==> src/rtl/cip_pkg.sv <==
/*
  Shared constants for the continuous interpolation pre-buffer: register
  offsets, command codes, field positions and AXI4-Lite response codes.
  Assumes a 32-bit AXI4-Lite register bus with byte offsets below 256.
*/
package cip_pkg;
  // Pre-buffer shape.
  localparam int CIP_DEPTH = 8;
  localparam int CIP_CODE_W = 8;
  localparam int CIP_AXES = 4;
  localparam int CIP_CNT_W = 4;

  // Register byte offsets.
  localparam logic [7:0] CIP_OFF_CMD = 8'h00;
  localparam logic [7:0] CIP_OFF_PARAM = 8'h04;
  localparam logic [7:0] CIP_OFF_STATUS = 8'h08;
  localparam logic [7:0] CIP_OFF_ERR = 8'h0c;
  localparam logic [7:0] CIP_OFF_MODE = 8'h10;

  // Command codes, written to the low byte of the command register.
  localparam logic [7:0] CIP_CMD_MODE = 8'h2a;
  localparam logic [7:0] CIP_CMD_HOLD = 8'h77;
  localparam logic [7:0] CIP_CMD_RELEASE = 8'h78;
  localparam logic [7:0] CIP_CMD_CLEAR = 8'h79;
  localparam logic [7:0] CIP_CMD_IRQ_CLR = 8'h6f;
  localparam logic [7:0] CIP_CMD_STOP = 8'h26;
  localparam logic [7:0] CIP_CMD_DRV_LO = 8'h61;
  localparam logic [7:0] CIP_CMD_DRV_HI = 8'h65;

  // Command register fields.
  localparam int CIP_CMD_AXIS_LSB = 8;

  // Mode word fields.
  localparam int CIP_MODE_HALF_BIT = 14;
  localparam int CIP_MODE_ONE_BIT = 15;

  // Status and error word fields.
  localparam int CIP_ST_RUN_BIT = 0;
  localparam int CIP_ST_ERR_LSB = 4;
  localparam int CIP_ST_NEXT_BIT = 11;
  localparam int CIP_ST_CNT_LSB = 12;
  localparam int CIP_ERR_INTERP_BIT = 7;

  // Stack counts that matter.
  localparam logic [3:0] CIP_CNT_EMPTY = 4'h0;
  localparam logic [3:0] CIP_CNT_ONE = 4'h1;
  localparam logic [3:0] CIP_CNT_FULL = 4'h8;
  localparam logic [3:0] CIP_CNT_LAST_FREE = 4'h7;
  localparam logic [3:0] CIP_CNT_HALF_FROM = 4'h4;
  localparam logic [3:0] CIP_CNT_HALF_TO = 4'h3;

  // AXI responses.
  localparam logic [1:0] CIP_RESP_OKAY = 2'h0;
  localparam logic [1:0] CIP_RESP_DECERR = 2'h3;

  typedef enum logic [1:0] {
    CIP_IDLE,
    CIP_HOLD,
    CIP_RUN
  } cip_state_t;
endpackage

==> src/rtl/cip_stack.sv <==
/*
  Segment stack: a first-in first-out store of queued driving commands
  kept in flip-flops, with push, pop, flush and an occupancy count.
  Assumes the caller never pushes when full nor pops when empty.
*/
`timescale 1ns/1ps
module cip_stack import cip_pkg::*; #(
  parameter int WIDTH = CIP_CODE_W,
  parameter int DEPTH = CIP_DEPTH
) (
  input wire logic ref_clk,
  input wire logic rst_n,
  input wire logic push,
  input wire logic [WIDTH-1:0] push_data,
  input wire logic pop,
  input wire logic flush,
  output logic [WIDTH-1:0] head_data,
  output logic [CIP_CNT_W-1:0] count
);
  localparam int PTR_W = $clog2(DEPTH);

  logic [WIDTH-1:0] mem [DEPTH];
  logic [WIDTH-1:0] next_mem [DEPTH];
  logic [PTR_W-1:0] rd_ptr, wr_ptr, next_rd_ptr, next_wr_ptr;
  logic [CIP_CNT_W-1:0] next_count;

  assign head_data = mem[rd_ptr];

  ////////////////////////////////////////////////////////////////////////
  // Pointer and count update; a flush beats everything else.
  always_comb begin
    next_mem = mem;
    next_rd_ptr = rd_ptr;
    next_wr_ptr = wr_ptr;
    next_count = count;
    if (flush) begin
      next_rd_ptr = '0;
      next_wr_ptr = '0;
      next_count = '0;
    end else begin
      if (push) begin
        next_mem[wr_ptr] = push_data;
        next_wr_ptr = PTR_W'(wr_ptr + 1'b1);
      end
      if (pop) begin
        next_rd_ptr = PTR_W'(rd_ptr + 1'b1);
      end
      // A push and a pop in one cycle leave the count alone.
      if (push && !pop) begin
        next_count = CIP_CNT_W'(count + 1'b1);
      end else if (pop && !push) begin
        next_count = CIP_CNT_W'(count - 1'b1);
      end
    end
  end

  // Registers only; the storage needs no reset but gets one for clean reads.
  always_ff @(posedge ref_clk or negedge rst_n) begin
    if (!rst_n) begin
      for (int i = 0; i < DEPTH; i++) begin
        mem[i] <= '0;
      end
      rd_ptr <= '0;
      wr_ptr <= '0;
      count <= '0;
    end else begin
      mem <= next_mem;
      rd_ptr <= next_rd_ptr;
      wr_ptr <= next_wr_ptr;
      count <= next_count;
    end
  end
endmodule

==> src/rtl/cip_prebuffer_ctrl.sv <==
/*
  Continuous interpolation pre-buffer control with an AXI4-Lite slave.
  Software writes command parameters and commands; queued driving
  commands pass to the interpolation engine one segment at a time.
  Assumes the engine pulses seg_done when a segment ends, holds seg_tail
  high once the last pulse of the current segment has fallen, and pulses
  limit_err per axis on a limit-type fault.
*/
// Operation
// - Eight-stage stack queues driving commands.
// - Mode word low nibble selects axes.
// - Hold-start queues commands without motion.
// - Hold-release starts queued segments.
// - Axis fault sets error bit, stops.
// - Status shows stack count, eight means full.
// - Count up on command, down on completion.
// - Next-writable flag for count one to seven, in run state only.
// - Interrupt low on free space, mode bits.
// - Half mode: interrupt on four to three.
// - One-free mode: interrupt on eight to seven.
// - Interrupt released by command, clear, completion.
// - Limit error empties stack, stops.
// - Late command skipped, error flagged, run ends.
// - Stop command discards queued segments.
`timescale 1ns/1ps
module cip_prebuffer_ctrl import cip_pkg::*; #(
  parameter int ADDR_W = 8
) (
  input wire logic ref_clk,
  input wire logic rst_n,
  input wire logic [ADDR_W-1:0] s_axi_awaddr,
  input wire logic s_axi_awvalid,
  output logic s_axi_awready,
  input wire logic [31:0] s_axi_wdata,
  input wire logic [3:0] s_axi_wstrb,
  input wire logic s_axi_wvalid,
  output logic s_axi_wready,
  output logic [1:0] s_axi_bresp,
  output logic s_axi_bvalid,
  input wire logic s_axi_bready,
  input wire logic [ADDR_W-1:0] s_axi_araddr,
  input wire logic s_axi_arvalid,
  output logic s_axi_arready,
  output logic [31:0] s_axi_rdata,
  output logic [1:0] s_axi_rresp,
  output logic s_axi_rvalid,
  input wire logic s_axi_rready,
  input wire logic seg_done,
  input wire logic seg_tail,
  input wire logic [CIP_AXES-1:0] limit_err,
  output logic seg_start,
  output logic [CIP_CODE_W-1:0] seg_code,
  output logic [CIP_AXES-1:0] interp_axes,
  output logic drive_stop,
  output logic segment_irq_n_out,
  output logic segment_irq_n_oe
);
  ////////////////////////////////////////////////////////////////////////
  // Bus slave state.
  logic aw_held, w_held, next_aw_held, next_w_held;
  logic [ADDR_W-1:0] aw_addr, next_aw_addr;
  logic [31:0] w_data, next_w_data;
  logic [3:0] w_strb, next_w_strb;
  logic next_awready, next_wready, next_bvalid, next_arready, next_rvalid;
  logic [1:0] next_bresp, next_rresp;
  logic [31:0] next_rdata;
  logic wr_go;

  // Control state.
  cip_state_t state, next_state;
  logic [15:0] command_parameter_low, next_param;
  logic [CIP_AXES-1:0] axis_error_flags, next_axis_err;
  logic interp_err, next_interp_err;
  logic half_empty_irq_enable, next_half_en;
  logic one_free_irq_enable, next_one_en;
  logic [CIP_AXES-1:0] next_axes;
  logic seg_busy, next_seg_busy;
  logic next_seg_start, next_drive_stop, next_irq;
  logic [CIP_CODE_W-1:0] next_seg_code;
  logic [CIP_CNT_W-1:0] cnt_prev;

  // Decoded command and stack hooks.
  logic cmd_wr, drv_cmd, drv_ok, late_wr, to_main, push, pop, flush;
  logic limit_hit, run_done, next_segment_writable;
  logic [7:0] cmd_code;
  logic [CIP_AXES-1:0] cmd_mask, main_bit;
  logic [CIP_CNT_W-1:0] prebuffer_stack_count;
  logic [CIP_CODE_W-1:0] head_code;
  logic [15:0] main_status;

  cip_stack #(
    .WIDTH(CIP_CODE_W),
    .DEPTH(CIP_DEPTH)
  ) u_stack (
    .ref_clk(ref_clk),
    .rst_n(rst_n),
    .push(push),
    .push_data(cmd_code),
    .pop(pop),
    .flush(flush),
    .head_data(head_code),
    .count(prebuffer_stack_count)
  );

  ////////////////////////////////////////////////////////////////////////
  // Write channel: address and data are caught in either order, the
  // effect happens once both are held, and the response follows.
  assign wr_go = aw_held && w_held && !s_axi_bvalid;

  always_comb begin
    next_aw_held = aw_held;
    next_w_held = w_held;
    next_aw_addr = aw_addr;
    next_w_data = w_data;
    next_w_strb = w_strb;
    next_bvalid = s_axi_bvalid;
    next_bresp = s_axi_bresp;
    if (s_axi_awvalid && s_axi_awready) begin
      next_aw_held = 1'b1;
      next_aw_addr = s_axi_awaddr;
    end
    if (s_axi_wvalid && s_axi_wready) begin
      next_w_held = 1'b1;
      next_w_data = s_axi_wdata;
      next_w_strb = s_axi_wstrb;
    end
    if (wr_go) begin
      next_aw_held = 1'b0;
      next_w_held = 1'b0;
      next_bvalid = 1'b1;
      next_bresp = (aw_addr == CIP_OFF_CMD || aw_addr == CIP_OFF_PARAM) ?
                   CIP_RESP_OKAY : CIP_RESP_DECERR;
    end else if (s_axi_bvalid && s_axi_bready) begin
      next_bvalid = 1'b0;
    end
    // Ready stays low from capture until the response is taken.
    next_awready = !next_aw_held && !next_bvalid;
    next_wready = !next_w_held && !next_bvalid;
  end

  always_ff @(posedge ref_clk or negedge rst_n) begin
    if (!rst_n) begin
      aw_held <= 1'b0;
      w_held <= 1'b0;
      aw_addr <= '0;
      w_data <= '0;
      w_strb <= '0;
      s_axi_awready <= 1'b0;
      s_axi_wready <= 1'b0;
      s_axi_bvalid <= 1'b0;
      s_axi_bresp <= CIP_RESP_OKAY;
    end else begin
      aw_held <= next_aw_held;
      w_held <= next_w_held;
      aw_addr <= next_aw_addr;
      w_data <= next_w_data;
      w_strb <= next_w_strb;
      s_axi_awready <= next_awready;
      s_axi_wready <= next_wready;
      s_axi_bvalid <= next_bvalid;
      s_axi_bresp <= next_bresp;
    end
  end

  ////////////////////////////////////////////////////////////////////////
  // Read channel and status word; reads have no side effects.
  assign next_segment_writable = (state == CIP_RUN) &&
    (prebuffer_stack_count >= CIP_CNT_ONE) &&
    (prebuffer_stack_count <= CIP_CNT_LAST_FREE);

  always_comb begin
    main_status = '0;
    main_status[CIP_ST_RUN_BIT] = (state == CIP_RUN);
    main_status[CIP_ST_ERR_LSB +: CIP_AXES] = axis_error_flags;
    main_status[CIP_ST_NEXT_BIT] = next_segment_writable;
    main_status[CIP_ST_CNT_LSB +: CIP_CNT_W] = prebuffer_stack_count;
  end

  always_comb begin
    next_arready = s_axi_arready;
    next_rvalid = s_axi_rvalid;
    next_rdata = s_axi_rdata;
    next_rresp = s_axi_rresp;
    if (s_axi_arvalid && s_axi_arready) begin
      next_arready = 1'b0;
      next_rvalid = 1'b1;
      next_rresp = CIP_RESP_OKAY;
      next_rdata = '0;
      unique case (s_axi_araddr)
        CIP_OFF_CMD, CIP_OFF_PARAM: next_rdata = '0;
        CIP_OFF_STATUS: next_rdata[15:0] = main_status;
        CIP_OFF_ERR: next_rdata[CIP_ERR_INTERP_BIT] = interp_err;
        CIP_OFF_MODE: begin
          next_rdata[CIP_AXES-1:0] = interp_axes;
          next_rdata[CIP_MODE_HALF_BIT] = half_empty_irq_enable;
          next_rdata[CIP_MODE_ONE_BIT] = one_free_irq_enable;
        end
        default: next_rresp = CIP_RESP_DECERR;
      endcase
    end else if (s_axi_rvalid && s_axi_rready) begin
      next_rvalid = 1'b0;
      next_arready = 1'b1;
    end
  end

  always_ff @(posedge ref_clk or negedge rst_n) begin
    if (!rst_n) begin
      s_axi_arready <= 1'b1;
      s_axi_rvalid <= 1'b0;
      s_axi_rdata <= '0;
      s_axi_rresp <= CIP_RESP_OKAY;
    end else begin
      s_axi_arready <= next_arready;
      s_axi_rvalid <= next_rvalid;
      s_axi_rdata <= next_rdata;
      s_axi_rresp <= next_rresp;
    end
  end

  ////////////////////////////////////////////////////////////////////////
  // Command decode. The main axis is the lowest selected axis.
  assign cmd_wr = wr_go && aw_addr == CIP_OFF_CMD && (&w_strb[1:0]);
  assign cmd_code = w_data[7:0];
  assign cmd_mask = w_data[CIP_CMD_AXIS_LSB +: CIP_AXES];
  assign main_bit = interp_axes & (~interp_axes + 4'h1);
  assign to_main = |(cmd_mask & main_bit);
  assign drv_cmd = cmd_wr && cmd_code >= CIP_CMD_DRV_LO &&
                   cmd_code <= CIP_CMD_DRV_HI;
  // Commands arriving after the last pulse of the last segment are late.
  assign late_wr = drv_cmd && state == CIP_RUN && seg_busy && seg_tail &&
                   prebuffer_stack_count == CIP_CNT_ONE;
  // An axis with an error blocks all driving until it is cleared.
  assign drv_ok = drv_cmd && !late_wr && !interp_err &&
                  axis_error_flags == '0 &&
                  prebuffer_stack_count != CIP_CNT_FULL;
  assign limit_hit = state == CIP_RUN && |(limit_err & interp_axes);
  assign flush = limit_hit || late_wr ||
    (cmd_wr && cmd_code == CIP_CMD_STOP && state != CIP_IDLE);
  assign push = drv_ok && !flush;
  assign pop = seg_done && seg_busy && !flush;
  assign run_done = state == CIP_RUN && pop && !push &&
                    prebuffer_stack_count == CIP_CNT_ONE;

  ////////////////////////////////////////////////////////////////////////
  // Sequencing, errors, mode word and interrupt.
  always_comb begin
    next_state = state;
    next_param = command_parameter_low;
    next_axis_err = axis_error_flags;
    next_interp_err = interp_err;
    next_axes = interp_axes;
    next_half_en = half_empty_irq_enable;
    next_one_en = one_free_irq_enable;
    next_seg_busy = seg_busy;
    next_seg_start = 1'b0;
    next_seg_code = seg_code;
    next_drive_stop = flush;
    next_irq = segment_irq_n_oe;
    if (wr_go && aw_addr == CIP_OFF_PARAM) begin
      if (w_strb[0]) next_param[7:0] = w_data[7:0];
      if (w_strb[1]) next_param[15:8] = w_data[15:8];
    end
    // Axes and interrupt mode change only while no run is under way.
    if (cmd_wr && cmd_code == CIP_CMD_MODE && state == CIP_IDLE) begin
      next_axes = command_parameter_low[CIP_AXES-1:0];
      next_half_en = command_parameter_low[CIP_MODE_HALF_BIT];
      next_one_en = command_parameter_low[CIP_MODE_ONE_BIT];
    end
    if (cmd_wr && cmd_code == CIP_CMD_CLEAR) begin
      next_axis_err = axis_error_flags & ~cmd_mask;
      if ((cmd_mask & interp_axes) == interp_axes) begin
        next_interp_err = 1'b0;
      end
    end
    if (seg_done) begin
      next_seg_busy = 1'b0;
    end
    unique case (state)
      CIP_IDLE: begin
        if (cmd_wr && cmd_code == CIP_CMD_HOLD && to_main) begin
          next_state = CIP_HOLD;
        end else if (push) begin
          next_state = CIP_RUN;
        end
      end
      CIP_HOLD: begin
        if (flush) begin
          next_state = CIP_IDLE;
        end else if (cmd_wr && cmd_code == CIP_CMD_RELEASE && to_main) begin
          next_state = (prebuffer_stack_count != CIP_CNT_EMPTY || push) ?
                       CIP_RUN : CIP_IDLE;
        end
      end
      CIP_RUN: begin
        if (flush || run_done) begin
          next_state = CIP_IDLE;
        end else if (!seg_busy && prebuffer_stack_count != CIP_CNT_EMPTY) begin
          next_seg_start = 1'b1;
          next_seg_code = head_code;
          next_seg_busy = 1'b1;
        end
      end
    endcase
    if (limit_hit) begin
      next_axis_err = next_axis_err | (limit_err & interp_axes);
    end
    if (late_wr) begin
      next_interp_err = 1'b1;
    end
    if (flush) begin
      next_seg_busy = 1'b0;
    end
    // Release events first, so a new fall in the same cycle wins.
    if (drv_cmd || run_done ||
        (cmd_wr && cmd_code == CIP_CMD_IRQ_CLR)) begin
      next_irq = 1'b0;
    end
    if (half_empty_irq_enable && cnt_prev == CIP_CNT_HALF_FROM &&
        prebuffer_stack_count == CIP_CNT_HALF_TO) begin
      next_irq = 1'b1;
    end
    if (one_free_irq_enable && cnt_prev == CIP_CNT_FULL &&
        prebuffer_stack_count == CIP_CNT_LAST_FREE) begin
      next_irq = 1'b1;
    end
  end

  always_ff @(posedge ref_clk or negedge rst_n) begin
    if (!rst_n) begin
      state <= CIP_IDLE;
      command_parameter_low <= '0;
      axis_error_flags <= '0;
      interp_err <= 1'b0;
      interp_axes <= '0;
      half_empty_irq_enable <= 1'b0;
      one_free_irq_enable <= 1'b0;
      seg_busy <= 1'b0;
      seg_start <= 1'b0;
      seg_code <= '0;
      drive_stop <= 1'b0;
      segment_irq_n_oe <= 1'b0;
      cnt_prev <= '0;
    end else begin
      state <= next_state;
      command_parameter_low <= next_param;
      axis_error_flags <= next_axis_err;
      interp_err <= next_interp_err;
      interp_axes <= next_axes;
      half_empty_irq_enable <= next_half_en;
      one_free_irq_enable <= next_one_en;
      seg_busy <= next_seg_busy;
      seg_start <= next_seg_start;
      seg_code <= next_seg_code;
      drive_stop <= next_drive_stop;
      segment_irq_n_oe <= next_irq;
      cnt_prev <= prebuffer_stack_count;
    end
  end

  // The pin is open drain: it only ever pulls low.
  always_ff @(posedge ref_clk or negedge rst_n) begin
    if (!rst_n) begin
      segment_irq_n_out <= 1'b0;
    end else begin
      segment_irq_n_out <= 1'b0;
    end
  end
endmodule

==> config.mk <==
export PLATFORM = sky130hd
export DESIGN_NAME = cip_prebuffer_ctrl
export DESIGN_NICKNAME = d
export VERILOG_FILES = /design/src/rtl/cip_pkg.sv /design/src/rtl/cip_stack.sv /design/src/rtl/cip_prebuffer_ctrl.sv
export SDC_FILE = /design/constraint.sdc
export NUM_CORES = 1
export LEC_CHECK = 0
export ABC_CLOCK_PERIOD_IN_PS = 7700
export BUFFER_PORTS_ARGS = -buffer_cell sky130_fd_sc_hd__buf_2
export CAP_MARGIN = 20
export CORE_UTILIZATION = 30
export DETAILED_ROUTE_END_ITERATION = 10
export GPL_TIMING_DRIVEN = 0
export SKIP_LAST_GASP = 1
export SLEW_MARGIN = 0
export SYNTH_ARGS = -nofsm -noshare
export SYNTH_HDL_FRONTEND = slang
export SYNTH_HIERARCHICAL = 1
export SYNTH_SLANG_ARGS = --single-unit
==> constraint.sdc <==
create_clock -name ref_clk -period 7.7 [get_ports ref_clk]
set_input_delay 1.54 -clock ref_clk [delete_from_list [all_inputs] [get_ports ref_clk]]
set_output_delay 1.54 -clock ref_clk [all_outputs]
set_load 0.05 [all_outputs]
# Word-level counts from Yosys, hierarchy flattened
# Index checks and enable logic that the tools add are counted.
op_classes:
  n_addsub: 5
  n_lt_le_gt_ge: 7
  n_eq_ne: 23
  muxes: 53
  bitwise_logic: 12
  n_reduce_logical: 89
op_table:
  columns: ["operator", "n"]
  rows:
  - ["bitwise mux 64 bit", 1]
  - ["logical AND 1 bit", 49]
  - ["== test 8 x 7 -> 1 bit, second input constant", 4]
  - ["binary-select mux 8 bit (select 3 bit)", 1]
  - ["demux 8 bit (select 3 bit)", 1]
  - ["2-to-1 mux 1 bit", 24]
  - ["2-to-1 mux 8 bit", 3]
  - ["AND 4 bit", 5]
  - ["2-to-1 mux 4 bit", 5]
  - ["== test 8 x 3 -> 1 bit, second input constant", 2]
  - ["== test 8 x 4 -> 1 bit, second input constant", 2]
  - ["== test 8 x 6 -> 1 bit, second input constant", 2]
  - ["zero test 8 bit", 2]
  - ["2-to-1 mux 2 bit", 8]
  - ["2-to-1 mux 3 bit", 5]
  - ["nonzero test 2 bit", 6]
  - ["zero test 1 bit", 10]
  - ["AND reduction 2 bit", 5]
  - ["adder 4 x 1 -> 4 bit, second input constant", 2]
  - ["== test 4 x 3 -> 1 bit, second input constant", 2]
  - ["== test 8 x 5 -> 1 bit, second input constant", 1]
  - [">= comparator 4 bit, second input constant", 2]
  - [">= comparator 8 x 7 -> 1 bit, second input constant", 1]
  - ["less-or-equal comparator 8 x 7 -> 1 bit, second input constant", 1]
  - ["other kinds (32)", 45]
totals:
  reg_bits: 168
  out_inout_bits: 57
  word_cells: 227

# Depth between registers and ports, before layout
# Gate-level depths: netlist of run 1.
logic_depth:
  ltp_word: 24
  ltp_mapped: 16
  depth_no_buf: 13

# Hierarchy
# The synthesis of run 1 kept the hierarchy.
by_module_without_submodules:
  columns: ["module", "instances", "cells_each", "area_per_inst_um2"]
  rows:
  - ["cip_prebuffer_ctrl", 1, 335, 3767.4]
  - ["cip_stack", 1, 224, 3502.1]

# Worst setup path after synthesis of run 1
# No wires, ideal clock.
synth_path:
  kind: "input to register"
  from: "input limit_err[0]"
  to: "register u_stack.count[3]"
  arrival_ps: 3849
  required_time_ps: 7575
  slack_ps: 3726
  path_stages: 13
  path_cell_list: "a22oi_1 a21oi_1 a31o_1 a31o_1 buf_6 nor2_1 clkbuf_1 nand2b_1 ha_1 a21oi_1 a21oi_1 a41oi_1 mux2_2"
synth_via:
  elab_chain_len: 11
  word_cells_on_any_way: 15
synth_lines:
  columns: ["item", "line", "text"]
  rows:
  - ["start: declaration", "cip_prebuffer_ctrl.sv:50", "input wire logic [CIP_AXES-1:0] limit_err,"]
  - ["AND 4 bit *", "cip_prebuffer_ctrl.sv:236", "assign limit_hit = state == CIP_RUN && |(limit_err & interp_axes);"]
  - ["OR reduction 4 bit *", "cip_prebuffer_ctrl.sv:236", null]
  - ["logical AND 1 bit *", "cip_prebuffer_ctrl.sv:236", null]
  - ["logical OR 1 bit * (2 in series)", "cip_prebuffer_ctrl.sv:237", "assign flush = limit_hit || late_wr ||"]
  - ["via flush", "cip_prebuffer_ctrl.sv:83", "logic cmd_wr, drv_cmd, drv_ok, late_wr, to_main, push, pop, flush;"]
  - ["zero test 1 bit *", "cip_prebuffer_ctrl.sv:240", "assign pop = seg_done && seg_busy && !flush;"]
  - ["logical AND 1 bit *", "cip_prebuffer_ctrl.sv:240", null]
  - ["via pop", "cip_prebuffer_ctrl.sv:83", null]
  - ["zero test 1 bit", "cip_stack.sv:49", "if (push && !pop) begin"]
  - ["logical AND 1 bit", "cip_stack.sv:49", null]
  - ["2-to-1 mux 4 bit", "cip_stack.sv:49", null]
  - ["2-to-1 mux 4 bit", "cip_stack.sv:36", "if (flush) begin"]
  - ["end signal: assignment", "cip_stack.sv:70", "count <= next_count;"]
  - ["end: declaration", "cip_stack.sv:18", "output logic [CIP_CNT_W-1:0] count"]
# Mark *: on every way through the listed nets, which the timed path passes. The rest lies on a longest branch.
# A chain may end at the register's enable or synchronous reset.

# Worst setup path in the final report of run 1
layout_path:
  from: "input limit_err[1]"
  to: "register u_stack.count[3]"
# The elaborated chain is that of the path after synthesis.

==> summary.txt, run 1 <==
Layout
  • Layout overhead on the synthesized area: 20.9%
  • Share of cells above drive strength 1: 0.427
  • Fin cells: a little over 1,000
  • Filler cells: 2,320
  • Most common cell after layout, fill and taps aside: dfrtp_1
  • Fin nets: between 700 and 800
  • Most frequent cells in the layout: dfrtp_1, mux2_2, buf_2

Critical path
  • Kind of end point of the critical path: flop
  • CP max-delay cell: mux2_2
  • Critical path type: input port to flop
  • Crit path max fanout: 14
  • Worst path most repeated cell: a21oi_1
  • Crit path cell chain: buf_2 > a22oi_1 > a21oi_1 > a31o_1 > a31o_1 > buf_6 > nor2_1 > clkbuf_1 > nand2b_1 > ha_1 > a21oi_1 > a21oi_1 > a41oi_1 > mux2_2
  • CP Launch Type: input port
  • Crit-path max cell delay: 0.35 ns
  • Critical path data arrival time: 4.38 ns
  • Worst EP required: 8.01 ns

Clock tree
  • Post-CTS Setup Bufs: 0
  • TritonCTS Buffers: 17
  • Worst skew pair latency: 0.43 ns
  • H-Tree Depth: 4
  • Root buffer cell: clkbuf_16
  • Clk sink count: ~160
  • Post-CTS resize count: 0
  • Clock-pin slew on the worst setup and hold paths: 0.07 ns
  • Hold_buf cts: 0
  • Clk buf depth: 2
  • CTS tree: built

Hold path
  • Worst Hold Class: flop to flop

Global route
  • Grt ovf: 0
  • GR Util All Layers: 0.135
  • Largest net degree at the start of global routing: 79
  • Number of antenna violations at the first check in global routing: 1
  • Number of global-route vias before repair: 4,734
  • First-pass GRT wire length: between 20 and 30 mm

Die
  • Num ports: 122
  • Total die area: 0.0249 sq mm
  • DIE HEIGHT: 158 um
  • Core Area: 0.0236 sq mm
  • Initial cell density of the core: 0.308
  • Die W: between 150 and 200 um
  • FP Rows: 56

Synth
  • Syn Inst Count: around 560
  • Ys flop type: dfrtp_1
  • Post-synthesis instance area: 0.00727 sq mm
  • Post-synthesis sequential area ratio: 0.534
  • Syn_area_per_cell: between 10 and 15 sq um
  • Library cells used by synthesis: between 70 and 80
  • Register bit count reported by yosys: 155
  • Synth top area cells: dfrtp_1, mux2_2, mux4_2
  • Number of synthesized flops with an enable pin: 0
  • Synthesis Warnings: 6
  • Ys async rst share: 1.00
  • Post-synth top area cell: dfrtp_1
  • Yosys top cell area share: 0.530

Run status
  • Status: finished, final reports clean

STA
  • Slew @ Worst Pin: 0.666 ns
  • Setup_tns: 0 ns
  • Clock period minus worst slack: slightly above 4 ns
  • Max-Slew Margin vs Limit: 0.553
  • Final setup fails: 0
  • Fin crit share: 0.529
  • Max Fclk: about 0.25 GHz
  • Max Slew Vio Count: 0
  • RSZ-0062 raised after global routing: false
  • Hold Vio Cnt, Final: 0
  • Worst Skew: 0.00911 ns

Placement
  • IO buf count: 81
  • GPL Wtd Cong: about 0.76
  • Placed Cells: roughly 1,000
  • HPWL after DPL: around 11 mm

Pwr
  • Leakage power: 4.21 nW
  • Maximum vdd drop: ~0.00025 V
  • Total Power: between 2 and 3 mW
  • Power density over cell area: 294 mW/mm^2

Flow run
  • Max cap viols: 0

Routing
  • Vias: 4,649
  • DR iter-0 viols: 250
  • DRC: 0
  • Drt pass-1 iters: 5
  • Routed Wire Length: ~16 mm
  • Routed Antenna Nets: 0
  • Post-DR vias/cell: about 4.6
  • DR WL/cell: 15.3 um
-- power by group --
group | leakage (nW) | switching [mW] | internal (mW) | total (mW)
logic | 1.88 | 0.350 | 0.267 | 0.616
clock network | 0.282 | 0.353 | 0.493 | 0.846
registers | 2.06 | 0.183 | 0.940 | 1.12
total | 4.21 | 0.886 | 1.70 | 2.59
-- sequential cells by signal, summed over array words and instances, names as in the netlist, 2 cells and up --
register	cells
u_stack/rd_ptr	3
cnt_prev	4
w_data	14
aw_addr	8
state	2
u_stack/wr_ptr	3
seg_code	8
w_strb	2
u_stack/mem	64
axis_error_flags	4
interp_axes	4
s_axi_rdata	13
u_stack/count	4
command_parameter_low	6
-- stage by stage --
step	instance area, sq um	worst slack (ns)	util	hold slack (ns)
finish	8790	3.63	0.372	0.474
global route	8790	3.42	0.372	0.499
CTS	8780	3.66	0.372	0.482
detailed placement	8180	3.21	0.347	0.467
global placement	8150	2.64	0.345	0.457
floorplan	7340	3.73	-	0.440
-- critical path, delay by kind of cell --
| family | cells | cell delay, ns |
|---|---|---|
| AO/OA/AOI/OAI | 7 | 1.27 |
| buffers and inverters | 3 | 0.57 |
| AND/OR/NAND/NOR | 2 | 0.35 |
| multiplexers | 1 | 0.35 |
| adder cells (fa/ha/maj) | 1 | 0.29 |
-- cells by family after synthesis --
| logic type | count (synthesis) | synth area share |
|---|---|---|
| other | 1 | 0.000516 |
| AOI/OAI and AO/OA | 57 | 0.0566 |
| adders and majority gates | 8 | 0.0148 |
| and+or+nand+nor | 146 | 0.116 |
| xor gates and xnor gates | 7 | 0.00843 |
| DFF | 155 | 0.534 |
| buffers and inverters | 55 | 0.0442 |
| muxes | 130 | 0.226 |
-- Yosys cell counts (all sizes together) (4+ instances only) --
cell and number:
nor3b 4, xnor2 4, dfrtp 154, nor4 4, clkbuf 10, nand3 6
nor4b 4, nor3 8, a21oi 9, nor2b 5, buf 32, a32o 4
mux4 16, ha 7, a22oi 6, inv 13, mux2 109, nor2 27
o21ai 16, a211oi 4, mux2i 5, nand2 64
-- final timing paths --
| kind | depth (start not counted) | slack [ns] | end | from |
|---|---|---|---|---|
| hold reg to reg | 2 | 0.47 | s_axi_rdata[4] | s_axi_rdata[4] |
| setup reg to reg | 14 | 4.12 | u_stack/count[3] | w_data[2] |
| max in group asynchronous | 2 | 5.82 | u_stack/mem[20] | rst_n |
| min in group asynchronous | 1 | 1.08 | seg_start | rst_n |
| hold / removal | 2 | 0.47 | s_axi_rdata[4] | s_axi_rdata[4] |
| setup / recovery | 14 | 3.63 | u_stack/count[3] | limit_err[1] |
-- per-layer routing --
metal  share of wire  wire [um]  track usage
met1            0.47       7350        0.177
met2            0.47       7320        0.216
met3           0.043        662       0.0348
met4           0.013        195       0.0472
met5               0          0            0
-- final cells by class --
type,count,area [sq um],share of cell area
sequential,155,3880,0.441
multi-input combinational,368,3140,0.357
timing repair buffer,83,448,0.0509
clock buffer,18,439,0.0500
tap,319,399,0.0454
buffer,42,273,0.0310
clock inverter,14,163,0.0185
inverter,13,48.8,0.00555
antenna,1,2.50,0.000285
Note: power is estimated with default switching activity, not from simulation.
==> run 2, diff against run 1 <==
- ABC_AREA: not set -> 1
- ABC_CLOCK_PERIOD_IN_PS: 7700 -> 3780
- clock period: 7.7 -> 3.78 ns (I/O delays scaled with it)
==> summary.txt, run 2 <==
Run status
  • Status: finished, final reports clean

Routing
  • DR WL/cell: 14.4 um (-5.8%)
  • Routed Antenna Nets: 0 (unchanged)
  • Drt pass-1 iters: 5 (unchanged)
  • DRC: 0 (unchanged)
  • Vias: 6,357 (+37%)
  • DR iter-0 viols: 509 (+100%)
  • Routed Wire Length: 19.8 mm (+27%)
  • Post-DR vias/cell: 4.64 (+1.1%)

Global route
  • GR Util All Layers: 0.158 (+0.0226)
  • Global Route met2 Usage: 0.245 (+0.0290)
  • Met1 usage: 0.217 (+0.0404)
  • Grt ovf: 0 (unchanged)
  • First-pass GRT wire length: 32.4 mm (+26%)
  • Number of antenna violations at the first check in global routing: 3 (+2)
  • Routing usage on met3: 0.0411 (+0.00632)
  • Largest net degree at the start of global routing: 88 (+11%)
  • Gr busiest metal: met2
  • Number of global-route vias before repair: 6,234 (+32%)

Layout
  • Area of the multi-input gates: 0.00311 sq mm (-0.96%)
  • Share of cells above drive strength 1: 0.201 (-0.226)
  • Biggest register: u_stack/mem
  • Post-route cell area: 0.00912 sq mm (+3.7%)
  • Filler cells: 2,536 (+9.3%)
  • Regs by FF count: u_stack/mem: 64 flops, w_data: 14 flops, s_axi_rdata: 13 flops
  • Layout overhead on the synthesized area: 19.6%
  • Register Area: 0.00388 sq mm (unchanged)
  • Fin nets: 1,105 (+47%)
  • Fin cells: 1,370 (+35%)
  • Most common cell after layout, fill and taps aside: nand2_1
  • Max reg flops: 64 (unchanged)
  • Most frequent cells in the layout: nand2_1, dfrtp_1, inv_1

Critical path
  • Kind of end point of the critical path: flop
  • Worst EP required: 4.09 ns (-3.92 ns)
  • Critical path data arrival time: 3.30 ns (-1.08 ns)
  • CP top delay family: simple AND/OR/NAND/NOR gates
  • Crit-path max cell delay: 0.53 ns (+0.18 ns)
  • Worst path most repeated cell: nand2_1
  • Crit path max fanout: 7 (-7)
  • Crit path cell chain: nand2_1 > nor2_4 > nand2_1 > nand2_1 > nand2_1 > nand3_4 > nand2_4 > nor2_1 > inv_1 > nand2_1 > ha_1 > or2_2 > nand2_1 > nand2_1 > nand3_1 > nand2_1
  • WP buf/inv: 1 (-2)
  • CP Launch Type: flop
  • CP max-delay cell: dfrtp_1
  • Critical path type: flop to flop

Synth
  • Number of synthesized flops with an enable pin: 0 (unchanged)
  • Synth Area in XOR/XNOR: 0.00115 (-0.00728)
  • Count leader, synth: nand2_1
  • Ys flop type: dfrtp_1
  • Synth Area in Compound Gates: 0.124 (+0.0678)
  • Main combinational cell family by area after synthesis: simple AND/OR/NAND/NOR gates
  • Yosys top cell area share: 0.506 (-0.0245)
  • Synthesis Warnings: 6 (unchanged)
  • Synth top area cells: dfrtp_1, nand2_1, o21ai_0
  • Post-synthesis sequential area ratio: 0.509 (-0.0247)
  • Syn_area_per_cell: 8.36 sq um (-36%)
  • Post-synth top cells: nand2_1, dfrtp_1, inv_1
  • Library cells used by synthesis: 43 (-40%)
  • Synth Area in Simple Gates: 0.251 (+0.135)
  • Ys async rst share: 1.00 (unchanged)
  • Adder-cell area share of the yosys netlist: 0.0141 (-0.000685)
  • Post-synth top area cell: dfrtp_1
  • Syn Inst Count: 912 (+63%)
  • Mux contribution to synthesized area: 0.00739 (-0.218)
  • Post-synthesis instance area: 0.00762 sq mm (+4.9%)
  • Register bit count reported by yosys: 155 (unchanged)

STA
  • Fin crit share: 0.789
  • Hold Vio Cnt, Final: 0 (unchanged)
  • Worst setup margin: 0.799 ns (-2.83 ns)
  • Max-Slew Margin vs Limit: 0.547 (-0.00617)
  • Clock period minus worst slack: between 2 and 3 ns
  • Slew @ Worst Pin: 0.680 ns (+0.0143 ns)
  • Final setup fails: 0 (unchanged)
  • Max Fclk: 0.335 GHz
  • RSZ-0062 raised after global routing: false
  • Max Slew Vio Count: 0 (unchanged)
  • Worst Skew: 0.00965 ns (+0.000545 ns)

Die
  • Num ports: 122 (unchanged)
  • FP Rows: 57 (+1.8%)
  • Initial cell density of the core: 0.310 (+0.00193)
  • Die W: 161 um (+2.4%)
  • DIE HEIGHT: 161 um (+2.4%)
  • Total die area: 0.0260 sq mm (+4.8%)
  • Core Area: 0.0246 sq mm (+4.2%)

Clock tree
  • Clk buf depth: 2 (unchanged)
  • Clock-pin slew on the worst setup and hold paths: 0.07 ns (about the same)
  • TritonCTS Buffers: 17 (unchanged)
  • CTS tree: built
  • Hold_buf cts: 0 (unchanged)
  • Root buffer cell: clkbuf_16
  • Post-CTS Setup Bufs: 0 (unchanged)
  • H-Tree Depth: 4 (unchanged)
  • Post-CTS resize count: 0 (unchanged)
  • Clk sink count: 155 (unchanged)
  • Worst skew pair latency: 0.43 ns (about the same)

Placement
  • HPWL after DPL: 14.3 mm (+31%)
  • Area of placed instances: 0.00854 sq mm (+4.4%)
  • IO buf count: 81 (unchanged)
  • Pre-CTS WS: 0.559 ns (-2.65 ns)
  • Placed Cells: 1,337 (+37%)
  • GPL Wtd Cong: 0.882 (+16%)

Pwr
  • Maximum vdd drop: 0.000463 V (+85%)
  • Leakage power: 4.45 nW (+5.5%)
  • Power density over cell area: 589 mW/mm^2 (+100%)

Hold path
  • Worst Hold Class: input port to asynchronous set/reset pin

Flow run
  • Max cap viols: 0 (unchanged)
## run 2: cell count changes in the layout (fill, tap and decap cells not counted), moves of 12 or more
cell | previous run | this run
inv_1 | 11 | 91
mux2_2 | 108 | 5
mux4_2 | 16 | 0
nand2_1 | 64 | 280
nand2_2 | 0 | 12
nand3_1 | 5 | 26
nand4_1 | 0 | 19
nor2_1 | 26 | 46
o211ai_1 | 1 | 24
o21ai_0 | 13 | 87
o21ai_1 | 3 | 35
## run 2: worst paths after layout
| path | cells past startpoint | endpoint | slack, ns | start |
|---|---|---|---|---|
| max reg2reg | 16 | u_stack/count[3] | 0.80 | w_data[5] |
| min reg2reg | 0 | cnt_prev[1] | 0.45 | u_stack/count[1] |
| max | 16 | u_stack/count[3] | 0.80 | w_data[5] |
| min in group ref_clk | 0 | cnt_prev[1] | 0.45 | u_stack/count[1] |
| min | 1 | u_stack/mem[13] | 0.35 | rst_n |
| max in group asynchronous | 2 | s_axi_arready | 2.61 | rst_n |
## run 2: worst register-to-register path, cell delays in order, from the launching register on
cell,delay (ns)
dfrtp_1,0.53
nand2_1,0.19
nor2_4,0.18
nand2_1,0.07
nand2_1,0.06
nand2_1,0.12
nand3_4,0.14
nand2_4,0.10
nor2_1,0.26
inv_1,0.14
nand2_1,0.22
ha_1,0.32
or2_2,0.29
nand2_1,0.08
nand2_1,0.05
nand3_1,0.07
nand2_1,0.06
## run 2: layer usage
| metal | up-vias | routed length (um) |
|---|---|---|
| li1 | 3170 | - |
| met1 | 3008 | 9580 |
| met2 | 164 | 8900 |
| met3 | 13 | 1100 |
| met4 | 2 | 191 |
| met5 | - | 12 |
## run 2: logic make-up after synthesis
group | Yosys count
adder cells (fa/ha/maj) | 8
AND/OR/NAND/NOR | 425
XOR/XNOR | 1
buffers and inverters | 149
flip-flops | 155
multiplexers | 5
other | 1
AO/OA/AOI/OAI | 168
## run 2: final cells by class
cell class | instances | share of cell area
Antenna cell | 1 | 0.000274
Buffer | 45 | 0.0344
Clock buffer | 18 | 0.0482
Clock inverter | 14 | 0.0150
Inverter | 104 | 0.0428
Multi-Input combinational cell | 627 | 0.341
Sequential cell | 155 | 0.425
Tap cell | 324 | 0.0445
Timing Repair Buffer | 82 | 0.0486
## run 2: metrics by stage
step | setup TNS [ns] | hold slack [ns] | total power, mW | utilization
after floorplan | 0 | 0.400 | 3.19 | -
after global placement | -78.93 | 0.432 | 3.68 | 0.346
after detailed placement | 0 | 0.453 | 3.71 | 0.347
after CTS | 0 | 0.369 | 5.41 | 0.371
after global routing | 0 | 0.385 | 5.67 | 0.371
final | 0 | 0.352 | 5.37 | 0.371
## run 2: power breakdown
group,internal (mW),switching (mW)
clock,0.939,0.746
combinational,0.426,1.13
sequential,1.89,0.247
==> run 3, diff against run 2 <==
- ABC_CLOCK_PERIOD_IN_PS: 3780 -> 2650
- clock period: 3.78 -> 2.65 ns (I/O delays scaled with it)
==> summary.txt, run 3 (synthesized netlist as in run 2, its figures left out) <==
STA
  • Max Slew Vio Count: 0 (unchanged)
  • Max-Slew Margin vs Limit: 0.557 (+0.0104)
  • Final setup fails: 0 (unchanged)
  • Setup_tns: 0 ns (unchanged)
  • Worst Skew: 0.0141 ns (+0.00447 ns)
  • RSZ-0062 raised after global routing: true
  • Hold Vio Cnt, Final: 0 (unchanged)
  • Max Fclk: 0.398 GHz (+19%)
  • Slew @ Worst Pin: 0.664 ns (-0.0157 ns)
  • Clock period minus worst slack: 2.51 ns (-0.467 ns)
  • Fin crit share: 0.949 (+0.160)

Clock tree
  • TritonCTS Buffers: 17 (unchanged)
  • H-Tree Depth: 4 (unchanged)
  • Clk sink count: 155 (unchanged)
  • Hold_buf cts: 0 (unchanged)
  • Root buffer cell: clkbuf_16
  • Clock-pin slew on the worst setup and hold paths: 0.07 ns (about the same)
  • CTS tree: built
  • Clk buf depth: 2 (unchanged)
  • Worst skew pair latency: 0.43 ns (about the same)

Critical path
  • Crit path max fanout: 7 (unchanged)
  • Worst EP required: 2.96 ns (-1.13 ns)
  • Reg2reg start: w_data[5]
  • Kind of end point of the critical path: flop
  • CP max-delay cell: dfrtp_2
  • FF-to-FF setup slack: 0.14 ns (-0.66 ns)
  • Worst path most repeated cell: nand2_1
  • Critical path type: flop to flop
  • Critical path data arrival time: 2.82 ns (-0.48 ns)
  • End of the critical path: u_stack/count[3]
  • Reg2Reg Depth: 15 (-1)
  • CP Launch Type: flop
  • Crit-path max cell delay: 0.45 ns (-0.08 ns)
  • Crit path cell chain: nand2_1 > nor2_4 > inv_1 > a21oi_1 > nand2_1 > nor2_2 > nand4_1 > inv_2 > nand2_4 > ha_4 > or2_2 > nand2_2 > nand2_1 > nand3_1 > nand2_1
  • Reg-to-Reg End: u_stack/count[3]
  • Crit path launch: w_data[5]

Layout
  • Share of cells above drive strength 1: 0.231 (+0.0299)
  • Most common cell after layout, fill and taps aside: nand2_1
  • Fin nets: 1,117 (+1.1%)
  • Fin util: 0.378 (+0.00768)
  • Biggest register: u_stack/mem
  • Regs by FF count: u_stack/mem: 64 flops, w_data: 14 flops, s_axi_rdata: 13 flops
  • Most frequent cells in the layout: nand2_1, dfrtp_1, buf_2
  • Layout overhead on the synthesized area: 22.1%
  • Max reg flops: 64 (unchanged)
  • Filler cells: 2,584 (+1.9%)

Placement
  • HPWL after DPL: 14.3 mm (-0.35%)
  • IO buf count: 81 (unchanged)
  • GPL Wtd Cong: 0.881 (-0.12%)

Pwr
  • Sw Pwr: 3.01 mW (+42%)
  • Clk network pwr share: 0.321 (+0.007)
  • Internal power: 4.77 mW (+47%)
  • Sequential group share of total power: 0.390 (-0.007)
  • Comb pwr share: 0.290 (about the same)
  • Leakage power: 4.52 nW (+1.6%)
  • Maximum vdd drop: 0.000534 V (+15%)
  • Power density over cell area: 836 mW/mm^2 (+42%)
  • Switching Fraction: 0.387 (-0.00793)

Die
  • Num ports: 122 (unchanged)
  • Initial cell density of the core: 0.310 (unchanged)
  • FP Rows: 57 (unchanged)
  • Total die area: 0.0260 sq mm (unchanged)
  • Core Area: 0.0246 sq mm (unchanged)
  • Die W: 161 um (unchanged)
  • DIE HEIGHT: 161 um (unchanged)

Run status
  • Status: finished, final reports clean

Routing
  • Routed Wire Length: 19.6 mm (-0.99%)
  • Vias: 6,432 (+1.2%)
  • Drt pass-1 iters: 4 (-1)
  • DRC: 0 (unchanged)
  • Post-DR vias/cell: 4.65 (+0.23%)
  • DR iter-0 viols: 474 (-6.9%)
  • Routed Antenna Nets: 0 (unchanged)
  • DR WL/cell: 14.2 um (-1.9%)

Hold path
  • Worst Hold Class: input port to asynchronous set/reset pin

Global route
  • First-pass GRT wire length: 31.9 mm (-1.6%)
  • Number of global-route vias before repair: 6,148 (-1.4%)
  • GR Util All Layers: 0.155 (-0.00253)
  • Largest net degree at the start of global routing: 84 (-4.5%)
  • Number of antenna violations at the first check in global routing: 3 (unchanged)
  • Grt ovf: 0 (unchanged)

Flow run
  • Max cap viols: 0 (unchanged)
[run 3: metrics by stage]
| step | cell area [sq um] | power, mW | hold slack (ns) | instances | worst slack [ns] |
|---|---|---|---|---|---|
| floorplan | 7700 | 4.55 | 0.234 | 931 | 0.00449 |
| global placement | 8510 | 5.24 | 0.437 | 1336 | -1.69 |
| detailed placement | 8540 | 5.26 | 0.450 | 1337 | -0.389 |
| CTS | 9180 | 7.80 | 0.124 | 1369 | 0.00931 |
| global route | 9300 | 8.20 | 0.142 | 1381 | -0.0568 |
| finish | 9310 | 7.78 | 0.103 | 1383 | 0.136 |
[run 3: layout make-up]
cell class                 count  area (sq um)  area share
sequential                   155          3890       0.418
buffer                        45           314      0.0337
clock buffer                  18           439      0.0472
timing repair buffer          94           533      0.0573
antenna                        2          5.00    0.000538
clock inverter                14           158      0.0169
tap                          324           405      0.0435
multi-input combinational    627          3170       0.341
inverter                     104           390      0.0419
[run 3: what timing repair did]
action,4_1_cts,5_1_grt
gates resized for setup,13,13
pin swaps,0,7
setup endpoints to repair,3,8
endpoints found under the hold margin,0,0
buffers inserted,0,12
[run 3: power groups by stage]
stage               clock, mW  sequential, mW  combinational [mW]
finish                   2.49            3.03                2.25
global route             2.63            3.07                2.49
CTS                      2.56            3.05                2.20
detailed placement          0            3.08                2.18
global placement            0            3.07                2.17
floorplan                   0            3.25                1.30
[run 3: routing by layer]
layer,track usage,wire length (um),up-vias
li1,-,-,3199
met1,0.218,9520,3050
met2,0.235,8830,168
met3,0.0354,1050,13
met4,0.0519,189,2
met5,0,11,-
[run 3: worst min path at each step]
stage,start,slack (ns),cells after the start,to
after floorplan,rst_n,0.23,0,aw_addr[0]
after global placement,u_stack/count[1],0.44,0,cnt_prev[1]
after CTS,rst_n,0.12,1,u_stack/mem[63]
final,rst_n,0.10,1,u_stack/mem[13]
after global routing,rst_n,0.14,1,u_stack/mem[13]
after detailed placement,u_stack/count[1],0.45,0,cnt_prev[1]
[run 3: critical path, delay by kind of cell, from the launching register on]
| kind | cells | cell delay (ns) |
|---|---|---|
| flip-flops | 1 | 0.45 |
| AO/OA/AOI/OAI | 1 | 0.12 |
| buffers and inverters | 2 | 0.24 |
| AND/OR/NAND/NOR | 11 | 1.35 |
| adder cells (fa/ha/maj) | 1 | 0.24 |
